### src/hw/wqs_pkg.sv
package wqs_pkg;
  // Link widths
  localparam int DATA_W = 40;
  localparam int ADDR_W = 8;
  localparam int QSEL_W = 5;
  localparam int QUAD_W = 4;
  localparam int DEV_W = 3;
  localparam int FLAG_W = 8;
  // Address field positions
  localparam int DEV_LSB = 5;
  localparam int QSEL_LSB = 0;
  localparam int QUAD_LSB = 0;
  // Sizing defaults
  localparam int NUM_Q_DEF = 32;
  localparam int QDEPTH_DEF = 8;
  localparam int AF_GAP_DEF = 2;
  localparam int FIFO_DEPTH_DEF = 32;
  // Timing counts in write clock cycles
  localparam int PROG_CYCLES_DEF = 16;
  localparam int SEL_GAP = 2;
  localparam int SYNC_STAGES = 2;
  // Reset address value and position of the device that starts the token
  localparam logic [ADDR_W-1:0] ADDR_RST = 8'h00;
  localparam logic [DEV_W-1:0] DEV_FIRST = 3'h0;
endpackage : wqs_pkg

### src/hw/wqs_write_if.sv
`timescale 1ns/1ps
interface wqs_write_if
  import wqs_pkg::*;
(
  input wire logic clk_sys
);
  logic write_chip_select_n;
  logic write_enable_n;
  logic [DATA_W-1:0] write_data;
  logic write_addr_strobe;
  logic flag_quadrant_strobe;
  logic [ADDR_W-1:0] write_queue_addr_bus;
  logic [FLAG_W-1:0] almost_full_quadrant_bus;
  logic almost_full_quadrant_bus_oe_n;
  logic active_almost_full_flag;
  logic active_full_flag;
  logic flag_bus_sync;
  logic serial_program_done_n;

  modport device (
    input write_chip_select_n, write_enable_n, write_data,
    input write_addr_strobe, flag_quadrant_strobe, write_queue_addr_bus,
    output almost_full_quadrant_bus, almost_full_quadrant_bus_oe_n,
    output active_almost_full_flag, active_full_flag, flag_bus_sync,
    output serial_program_done_n
  );

  modport writer (
    output write_chip_select_n, write_enable_n, write_data,
    output write_addr_strobe, flag_quadrant_strobe, write_queue_addr_bus,
    input almost_full_quadrant_bus, almost_full_quadrant_bus_oe_n,
    input active_almost_full_flag, active_full_flag, flag_bus_sync,
    input serial_program_done_n
  );
endinterface : wqs_write_if

### src/hw/wqs_device.sv
`timescale 1ns/1ps
module wqs_fifo #(
  parameter int WIDTH = 8,
  parameter int DEPTH = 32
) (
  // Clock and reset
  input wire logic clk_sys,
  input wire logic rst_n,
  // Fill side
  input wire logic in_valid,
  output logic in_ready,
  input wire logic [WIDTH-1:0] in_data,
  // Drain side
  output logic out_valid,
  input wire logic out_ready,
  output logic [WIDTH-1:0] out_data,
  // Occupancy
  output logic [$clog2(DEPTH+1)-1:0] level
);
  localparam int PW = $clog2(DEPTH);
  logic [WIDTH-1:0] mem [DEPTH];
  logic [PW-1:0] wr_ptr_reg;
  logic [PW-1:0] rd_ptr_reg;
  logic push;
  logic pop;

  assign in_ready = level != ($clog2(DEPTH+1))'(DEPTH);
  assign out_valid = level != '0;
  assign out_data = mem[rd_ptr_reg];
  assign push = in_valid && in_ready;
  assign pop = out_valid && out_ready;

  always_ff @(posedge clk_sys) begin
    if (push) begin
      mem[wr_ptr_reg] <= in_data;
    end
  end

  always_ff @(posedge clk_sys) begin
    if (!rst_n) begin
      wr_ptr_reg <= '0;
      rd_ptr_reg <= '0;
      level <= '0;
    end else begin
      if (push) begin
        wr_ptr_reg <= (wr_ptr_reg == PW'(DEPTH-1)) ? '0 : wr_ptr_reg + 1'b1;
      end
      if (pop) begin
        rd_ptr_reg <= (rd_ptr_reg == PW'(DEPTH-1)) ? '0 : rd_ptr_reg + 1'b1;
      end
      level <= level + ($clog2(DEPTH+1))'(push) - ($clog2(DEPTH+1))'(pop);
    end
  end
endmodule : wqs_fifo

module wqs_device #(
  parameter int NUM_Q = wqs_pkg::NUM_Q_DEF,
  parameter int QDEPTH = wqs_pkg::QDEPTH_DEF,
  parameter int AF_GAP = wqs_pkg::AF_GAP_DEF,
  parameter int FIFO_DEPTH = wqs_pkg::FIFO_DEPTH_DEF,
  parameter int PROG_CYCLES = wqs_pkg::PROG_CYCLES_DEF
) (
  // Clock and reset
  input wire logic clk_sys,
  input wire logic rst_n,
  // Writer link
  wqs_write_if.device link,
  // Board straps and mode
  input wire logic flag_mode_polled,
  input wire logic [wqs_pkg::DEV_W-1:0] chip_position_pins,
  // Expansion chain
  input wire logic expansion_flag_in,
  output logic expansion_flag_out,
  // Drain port
  output logic rd_valid,
  input wire logic rd_ready,
  output logic [wqs_pkg::QSEL_W-1:0] rd_queue,
  output logic [wqs_pkg::DATA_W-1:0] rd_data
);
  import wqs_pkg::*;

  localparam int CW = $clog2(QDEPTH+1);
  localparam int FW = $clog2(FIFO_DEPTH+1);
  localparam int QUADS_USED = (NUM_Q + FLAG_W - 1) / FLAG_W;
  localparam int PCW = $clog2(PROG_CYCLES+1);

  logic [DEV_W-1:0] pos_meta_reg;
  logic [DEV_W-1:0] pos_reg;
  logic [PCW-1:0] prog_cnt_reg;
  logic prog_done;
  logic dev_match;
  logic [QSEL_W-1:0] pend_q_reg;
  logic pend_vld_reg;
  logic pend_match_reg;
  logic [QSEL_W-1:0] active_q_reg;
  logic active_sel_reg;
  logic [QSEL_W-1:0] act_q_next;
  logic act_sel_next;
  logic [CW-1:0] cnt_reg [NUM_Q];
  logic [CW-1:0] cnt_next [NUM_Q];
  logic write_do;
  logic fifo_in_ready;
  logic pop;
  logic [FW-1:0] fifo_level;
  logic [FW-1:0] fifo_level_next;
  logic [QUAD_W-1:0] dir_quad_reg;
  logic dir_drive_reg;
  logic token_reg;
  logic [QUAD_W-1:0] poll_quad_reg;
  logic [QUAD_W-1:0] show_quad;
  logic [FLAG_W-1:0] quad_bits;
  logic poll_last;

  function automatic logic near_full(input logic [CW-1:0] c);
    return c >= CW'(QDEPTH - AF_GAP);
  endfunction : near_full

  // Position pins come from the board, so they are synchronised first
  always_ff @(posedge clk_sys) begin
    if (!rst_n) begin
      pos_meta_reg <= '0;
      pos_reg <= '0;
    end else begin
      pos_meta_reg <= chip_position_pins;
      pos_reg <= pos_meta_reg;
    end
  end

  // Stand-in for configuration time after reset
  always_ff @(posedge clk_sys) begin
    if (!rst_n) begin
      prog_cnt_reg <= PCW'(PROG_CYCLES);
    end else if (prog_cnt_reg != '0) begin
      prog_cnt_reg <= prog_cnt_reg - 1'b1;
    end
  end
  assign prog_done = prog_cnt_reg == '0;
  assign link.serial_program_done_n = !prog_done;

  assign dev_match = link.write_queue_addr_bus[DEV_LSB +: DEV_W] == pos_reg;

  always_ff @(posedge clk_sys) begin
    if (!rst_n) begin
      pend_vld_reg <= 1'b0;
      pend_match_reg <= 1'b0;
      pend_q_reg <= '0;
    end else begin
      pend_vld_reg <= link.write_addr_strobe;
      if (link.write_addr_strobe) begin
        pend_match_reg <= dev_match;
        pend_q_reg <= link.write_queue_addr_bus[QSEL_LSB +: QSEL_W];
      end
    end
  end

  // selection lands one edge later, so the second edge writes it
  assign act_q_next = pend_vld_reg ? pend_q_reg : active_q_reg;
  assign act_sel_next = pend_vld_reg ? pend_match_reg : active_sel_reg;

  always_ff @(posedge clk_sys) begin
    if (!rst_n) begin
      active_q_reg <= '0;
      active_sel_reg <= 1'b0;
    end else begin
      active_q_reg <= act_q_next;
      active_sel_reg <= act_sel_next;
    end
  end

  // chip select and enable both low
  assign write_do = rst_n && active_sel_reg && !link.write_chip_select_n &&
                    !link.write_enable_n && fifo_in_ready &&
                    cnt_reg[active_q_reg] != CW'(QDEPTH);

  wqs_fifo #(
    .WIDTH(QSEL_W + DATA_W),
    .DEPTH(FIFO_DEPTH)
  ) u_fifo (
    .clk_sys(clk_sys),
    .rst_n(rst_n),
    .in_valid(write_do),
    .in_ready(fifo_in_ready),
    .in_data({active_q_reg, link.write_data}),
    .out_valid(rd_valid),
    .out_ready(rd_ready),
    .out_data({rd_queue, rd_data}),
    .level(fifo_level)
  );
  assign pop = rd_valid && rd_ready;
  assign fifo_level_next = fifo_level + FW'(write_do) - FW'(pop);

  always_comb begin
    for (int i = 0; i < NUM_Q; i++) begin
      cnt_next[i] = cnt_reg[i];
      if (write_do && active_q_reg == QSEL_W'(i)) begin
        cnt_next[i] = CW'(cnt_next[i] + 1'b1);
      end
      if (pop && rd_queue == QSEL_W'(i)) begin
        cnt_next[i] = CW'(cnt_next[i] - 1'b1);
      end
    end
  end

  always_ff @(posedge clk_sys) begin
    if (!rst_n) begin
      for (int i = 0; i < NUM_Q; i++) begin
        cnt_reg[i] <= '0;
      end
    end else begin
      cnt_reg <= cnt_next;
    end
  end

  // active queue flags on clock
  // Flags look ahead at next counts, so a writer sees them one edge sooner
  always_ff @(posedge clk_sys) begin
    if (!rst_n) begin
      link.active_full_flag <= 1'b0;
      link.active_almost_full_flag <= 1'b0;
    end else begin
      link.active_full_flag <= act_sel_next &&
        (cnt_next[act_q_next] == CW'(QDEPTH) ||
         fifo_level_next == FW'(FIFO_DEPTH));
      link.active_almost_full_flag <= act_sel_next &&
        near_full(cnt_next[act_q_next]);
    end
  end

  always_ff @(posedge clk_sys) begin
    if (!rst_n) begin
      dir_quad_reg <= '0;
      dir_drive_reg <= 1'b0;
    end else if (link.flag_quadrant_strobe) begin
      dir_drive_reg <= dev_match;
      dir_quad_reg <= link.write_queue_addr_bus[QUAD_LSB +: QUAD_W];
    end
  end

  assign poll_last = poll_quad_reg == QUAD_W'(QUADS_USED - 1);

  always_ff @(posedge clk_sys) begin
    if (!rst_n) begin
      token_reg <= 1'b0;
      poll_quad_reg <= '0;
      expansion_flag_out <= 1'b0;
    end else begin
      expansion_flag_out <= 1'b0;
      if (!flag_mode_polled) begin
        token_reg <= 1'b0;
        poll_quad_reg <= '0;
      end else if (token_reg) begin
        poll_quad_reg <= poll_last ? '0 : poll_quad_reg + 1'b1;
        if (poll_last) begin
          token_reg <= 1'b0;
          expansion_flag_out <= 1'b1;
        end
      end else if (expansion_flag_in ||
                   (prog_cnt_reg == PCW'(1) && pos_reg == DEV_FIRST)) begin
        token_reg <= 1'b1;
        poll_quad_reg <= '0;
      end
    end
  end

  assign show_quad = flag_mode_polled ? poll_quad_reg : dir_quad_reg;

  // Quadrants past the last queue read as not almost full
  always_comb begin
    quad_bits = '0;
    for (int b = 0; b < FLAG_W; b++) begin
      if (int'(show_quad) * FLAG_W + b < NUM_Q) begin
        quad_bits[b] = near_full(cnt_next[int'(show_quad) * FLAG_W + b]);
      end
    end
  end

  always_ff @(posedge clk_sys) begin
    if (!rst_n) begin
      link.almost_full_quadrant_bus <= '0;
      link.almost_full_quadrant_bus_oe_n <= 1'b1;
      link.flag_bus_sync <= 1'b0;
    end else begin
      link.almost_full_quadrant_bus <= quad_bits;
      link.almost_full_quadrant_bus_oe_n <=
        !(flag_mode_polled ? token_reg : dir_drive_reg);
      link.flag_bus_sync <= flag_mode_polled && token_reg &&
                            poll_quad_reg == '0;
    end
  end
endmodule : wqs_device

### src/flat_wrapper.sv
// flat-port wrapper written by rule: the top's interface ports become plain ports
module wqs_device_flat import wqs_pkg::*;
#(
  parameter int NUM_Q = wqs_pkg::NUM_Q_DEF,
  parameter int QDEPTH = wqs_pkg::QDEPTH_DEF,
  parameter int AF_GAP = wqs_pkg::AF_GAP_DEF,
  parameter int FIFO_DEPTH = wqs_pkg::FIFO_DEPTH_DEF,
  parameter int PROG_CYCLES = wqs_pkg::PROG_CYCLES_DEF
)
  (clk_sys, rst_n, flag_mode_polled, chip_position_pins, expansion_flag_in, expansion_flag_out, rd_valid, rd_ready, rd_queue, rd_data, link_write_chip_select_n, link_write_enable_n, link_write_data, link_write_addr_strobe, link_flag_quadrant_strobe, link_write_queue_addr_bus, link_almost_full_quadrant_bus, link_almost_full_quadrant_bus_oe_n, link_active_almost_full_flag, link_active_full_flag, link_flag_bus_sync, link_serial_program_done_n);
  wqs_write_if link_i (.clk_sys(clk_sys));
  input wire logic clk_sys;
  input wire logic rst_n;
  input wire logic flag_mode_polled;
  input wire logic [wqs_pkg::DEV_W-1:0] chip_position_pins;
  input wire logic expansion_flag_in;
  output logic expansion_flag_out;
  output logic rd_valid;
  input wire logic rd_ready;
  output logic [wqs_pkg::QSEL_W-1:0] rd_queue;
  output logic [wqs_pkg::DATA_W-1:0] rd_data;
  input wire logic [$bits(link_i.write_chip_select_n)-1:0] link_write_chip_select_n;
  input wire logic [$bits(link_i.write_enable_n)-1:0] link_write_enable_n;
  input wire logic [$bits(link_i.write_data)-1:0] link_write_data;
  input wire logic [$bits(link_i.write_addr_strobe)-1:0] link_write_addr_strobe;
  input wire logic [$bits(link_i.flag_quadrant_strobe)-1:0] link_flag_quadrant_strobe;
  input wire logic [$bits(link_i.write_queue_addr_bus)-1:0] link_write_queue_addr_bus;
  output wire logic [$bits(link_i.almost_full_quadrant_bus)-1:0] link_almost_full_quadrant_bus;
  output wire logic [$bits(link_i.almost_full_quadrant_bus_oe_n)-1:0] link_almost_full_quadrant_bus_oe_n;
  output wire logic [$bits(link_i.active_almost_full_flag)-1:0] link_active_almost_full_flag;
  output wire logic [$bits(link_i.active_full_flag)-1:0] link_active_full_flag;
  output wire logic [$bits(link_i.flag_bus_sync)-1:0] link_flag_bus_sync;
  output wire logic [$bits(link_i.serial_program_done_n)-1:0] link_serial_program_done_n;
  assign link_i.write_chip_select_n = link_write_chip_select_n;
  assign link_i.write_enable_n = link_write_enable_n;
  assign link_i.write_data = link_write_data;
  assign link_i.write_addr_strobe = link_write_addr_strobe;
  assign link_i.flag_quadrant_strobe = link_flag_quadrant_strobe;
  assign link_i.write_queue_addr_bus = link_write_queue_addr_bus;
  assign link_almost_full_quadrant_bus = link_i.almost_full_quadrant_bus;
  assign link_almost_full_quadrant_bus_oe_n = link_i.almost_full_quadrant_bus_oe_n;
  assign link_active_almost_full_flag = link_i.active_almost_full_flag;
  assign link_active_full_flag = link_i.active_full_flag;
  assign link_flag_bus_sync = link_i.flag_bus_sync;
  assign link_serial_program_done_n = link_i.serial_program_done_n;
  wqs_device #(.NUM_Q(NUM_Q), .QDEPTH(QDEPTH), .AF_GAP(AF_GAP), .FIFO_DEPTH(FIFO_DEPTH), .PROG_CYCLES(PROG_CYCLES)) u_core (.clk_sys(clk_sys), .rst_n(rst_n), .link(link_i), .flag_mode_polled(flag_mode_polled), .chip_position_pins(chip_position_pins), .expansion_flag_in(expansion_flag_in), .expansion_flag_out(expansion_flag_out), .rd_valid(rd_valid), .rd_ready(rd_ready), .rd_queue(rd_queue), .rd_data(rd_data));
endmodule
### config.mk
export PLATFORM = sky130hd
export DESIGN_NAME = wqs_device_flat
export DESIGN_NICKNAME = d
export VERILOG_FILES = /design/src/hw/wqs_pkg.sv /design/src/hw/wqs_write_if.sv /design/src/hw/wqs_device.sv /design/src/flat_wrapper.sv
export SDC_FILE = /design/constraint.sdc
export NUM_CORES = 2
export LEC_CHECK = 0
export BUFFER_PORTS_ARGS = -buffer_cell sky130_fd_sc_hd__buf_2
export CORE_MARGIN = 2
export CORE_UTILIZATION = 25
export DETAILED_ROUTE_END_ITERATION = 7
export HOLD_SLACK_MARGIN = 0.15
export REMOVE_ABC_BUFFERS = 1
export SLEW_MARGIN = 10
export SYNTH_ARGS = -nofsm -noshare
export SYNTH_HDL_FRONTEND = slang
export SYNTH_SLANG_ARGS = --single-unit
### constraint.sdc
create_clock -name clk_sys -period 6.3 [get_ports clk_sys]
set_input_delay 0.315 -clock clk_sys [delete_from_list [all_inputs] [get_ports clk_sys]]
set_output_delay 0.315 -clock clk_sys [all_outputs]
set_load 0.02 [all_outputs]
==> reports/qor.yml <==
drt:
  drt_iter0_drc: 4308
  routed_via_density: 4.90
  wire_per_inst_um: 23.9
  num_vias: 39400
  firstDrtPassIters: 6
  ant_nets: 0
  routed_wl_um: 193000
  drc: 0
yosys:
  yosys.area.top_type: "edfxtp_1"
  yosysUniqueCellTypes: 98
  ys_seq_area_share_pct: 67.8
  ys_top_cells_by_area: "edfxtp_1, mux4_2, dfxtp_1, mux2i_1, ha_1"
  synth_edf_count: 1440
  synth-main-ff-cell: "edfxtp_1"
  yosysWarnings: 0
  ys_ff_latch: 1636
  syn-instance-count: 3928
  synth_top_area_share_pct: 62.2
  synth_area_per_cell_um2: 17.7
  ys_top_cells_by_count: "edfxtp_1, mux4_2, dfxtp_1"
  syn_area_mm2: 0.0695
  yosys.cell_count.top_type: "edfxtp_1"
  synthArstFlopShare_pct: 0
finish:
  finalNetCount: 4374
  drive_above_1_share_pct: 24.2
  nFillCells: 27100
  largest_register_ffs: 1440
  instances_no_fill: 8051
  areaGrowthSynthToFinish_pct: 16.6
power_and_ir_drop:
  power_w: 0.0250
  p_leak_nw: 25.3
  peakVddDrop_v: 0.000208
  p_per_area_mw_per_mm2: 308
sta:
  layout_worst_path_cycle_share_pct: 95.0
  fin_skew_ns: 0.109
  setup_slack_ns: 0.317
  setup-violations-final: 0
  fmax_mhz: 167
  worst_slew_margin_rel_pct: 23.2
  drv_slew: 0
  rsz0062_at_grt: "false"
  finalHoldViolCount: 0
  period_needed_ns: 5.98
  worst_slew_pin_slew_ns: 1.14
global_route:
  grt_max_degree: 102
  grt_usage_pct: 13.2
  grt-ovfl-total: 0
  grt_pass1_wl_um: 278000
  grt_antenna_before_repair: 14
  grt_pass1_vias: 39600
setup_path:
  cp_max_fo: 25
  crit_chain: "buf_12 -> nor2b_1 -> a22oi_1 -> a211oi_1 -> o41ai_2 -> buf_4 -> a211oi_1 -> buf_4 -> nand2_2 -> or4_1 -> o211ai_1 -> nor2_1 -> or4_1 -> a211oi_1 -> o32a_1 -> a41o_1"
  cp-end-kind: "flip-flop"
  cpMostUsedCell: "a211oi_1"
  path_buf_inv: 3
  critPathSlowestCell: "a211oi_1"
  crit_family: "compound AO/OA/AOI/OAI gates"
  critical_path_class: "flip-flop to flip-flop"
  slowest_delay_ns: 0.80
  crit_arrival_ns: 6.69
  required_ns: 7.01
  start_kind: "flip-flop"
place:
  gp_congestion: 0.973
  port_buffers: 119
  pre_cts_slack_ns: 0.588
  dp_cells: 7702
  hpwl_um: 112000
min_path:
  worstHoldStart: "rst_n"
  hold_class: "input pin to flip-flop"
floorplan:
  start_util_pct: 25.2
  fp.dieArea_mm2: 0.282
  core_mm2: 0.276
  row_count: 193
  die_y_um: 531
  io_pins: 120
  die_w_um: 531
clock_tree:
  numClockSinks: 1636
  cts_root_buf: "clkbuf_16"
  h-tree-depth: 4
  cts.clk_slew.worst_paths_ns: 0.06
  clk_latency_ns: 0.82
  clockBufferDepth: 4
  cts_made_buffers: 165
  cts_tree: "done"
run_status:
  outcome: "finished, final reports clean"
job:
  cap_violations: 0
layer usage:
layer  vias up  track usage, %  wire [um]
li1      16500               -          -
met1     20900            19.1      85900
met2      1603            20.3      87900
met3       336            2.27      14200
met4         6            3.45       4860
met5         -               0         40
worst min-delay path, cell delays in order:
cell    delay [ns]
buf_2         0.17
buf_4         0.33
and2_1        0.22
power breakdown:
| part | total (W) | switching, W | internal [W] |
|---|---|---|---|
| clock network | 0.00940 | 0.00412 | 0.00528 |
| logic | 0.00360 | 0.00196 | 0.00165 |
| registers | 0.0120 | 0.000148 | 0.0119 |
cell usage in the layout (no fill, tap or decap), types with 18 or more instances in the layout:
master and instances:
xor2_1 67, clkinv_2 25, nor2_1 161, or3_1 18, xnor2_1 96, clkbuf_1 31
nand2_1 168, edfxtp_1 1440, mux2_2 58, mux2i_1 120, dlygate4sd3_1 61, nor3_1 71
a31oi_1 25, dfxtp_1 188, inv_1 43, o21ai_0 29, clkbuf_16 168, buf_4 127
nor2_4 34, a21oi_1 75, mux4_2 438, buf_2 119, nor2b_1 26, nand4_1 34
a211oi_1 33, nand3_1 71, and2_1 111, ha_1 87, clkinv_1 37, and3_1 22
worst paths after layout:
| check | endpoint | slack (ns) | cells after the start |
|---|---|---|---|
| max reg2reg | u_core.link.active_full_flag | 0.32 | 16 |
| min reg2reg | u_core.pos_reg[1] | 0.41 | 1 |
| max | u_core.link.active_full_flag | 0.32 | 16 |
| min | u_core.cnt_reg[33] | 0.32 | 3 |
kinds of logic (layout without fill, tap and decap cells):
family	after synthesis	count (layout)	synth area share (%)
AOI/OAI and AO/OA	346	346	3.56
xor gates and xnor gates	177	177	2.52
adders and majority gates	89	89	1.62
buffers and inverters	239	654	1.41
DFF	1636	1636	67.8
muxes	620	620	16.9
other	0	3	0
and+or+nand+nor	821	821	6.13
metrics by stage:
stage | utilization, % | hold WS (ns) | cell area (um2) | setup TNS (ns)
2_1_floorplan | - | 0.377 | 68800 | -2057.57
3_3_place_gp | 27.3 | 0.415 | 75500 | 0
3_5_place_dp | 27.3 | 0.419 | 75500 | 0
4_1_cts | 29.3 | 0.257 | 81100 | 0
5_1_grt | 29.3 | 0.299 | 81100 | 0
6_report | 29.3 | 0.315 | 81100 | 0
final cells by class:
type / instances / area [um2] / area share (%)
sequential: 1636 / 47200 / 58.2
antenna: 3 / 7.51 / 0.00926
multi-input combinational: 2053 / 21700 / 26.7
tap: 3705 / 4640 / 5.72
clock inverter: 83 / 667 / 0.822
clock buffer: 202 / 4360 / 5.38
timing repair buffer: 317 / 2360 / 2.91
inverter: 52 / 198 / 0.244
timing repair:
item / CTS / global route
hold endpoints to repair: 1303 / 0
setup endpoints to repair: 0 / 0
hold buffers: 61 / 0
gates resized for setup: 0 / 0
setup buffers: 0 / 0
Note: power is estimated with default switching activity, not from simulation.
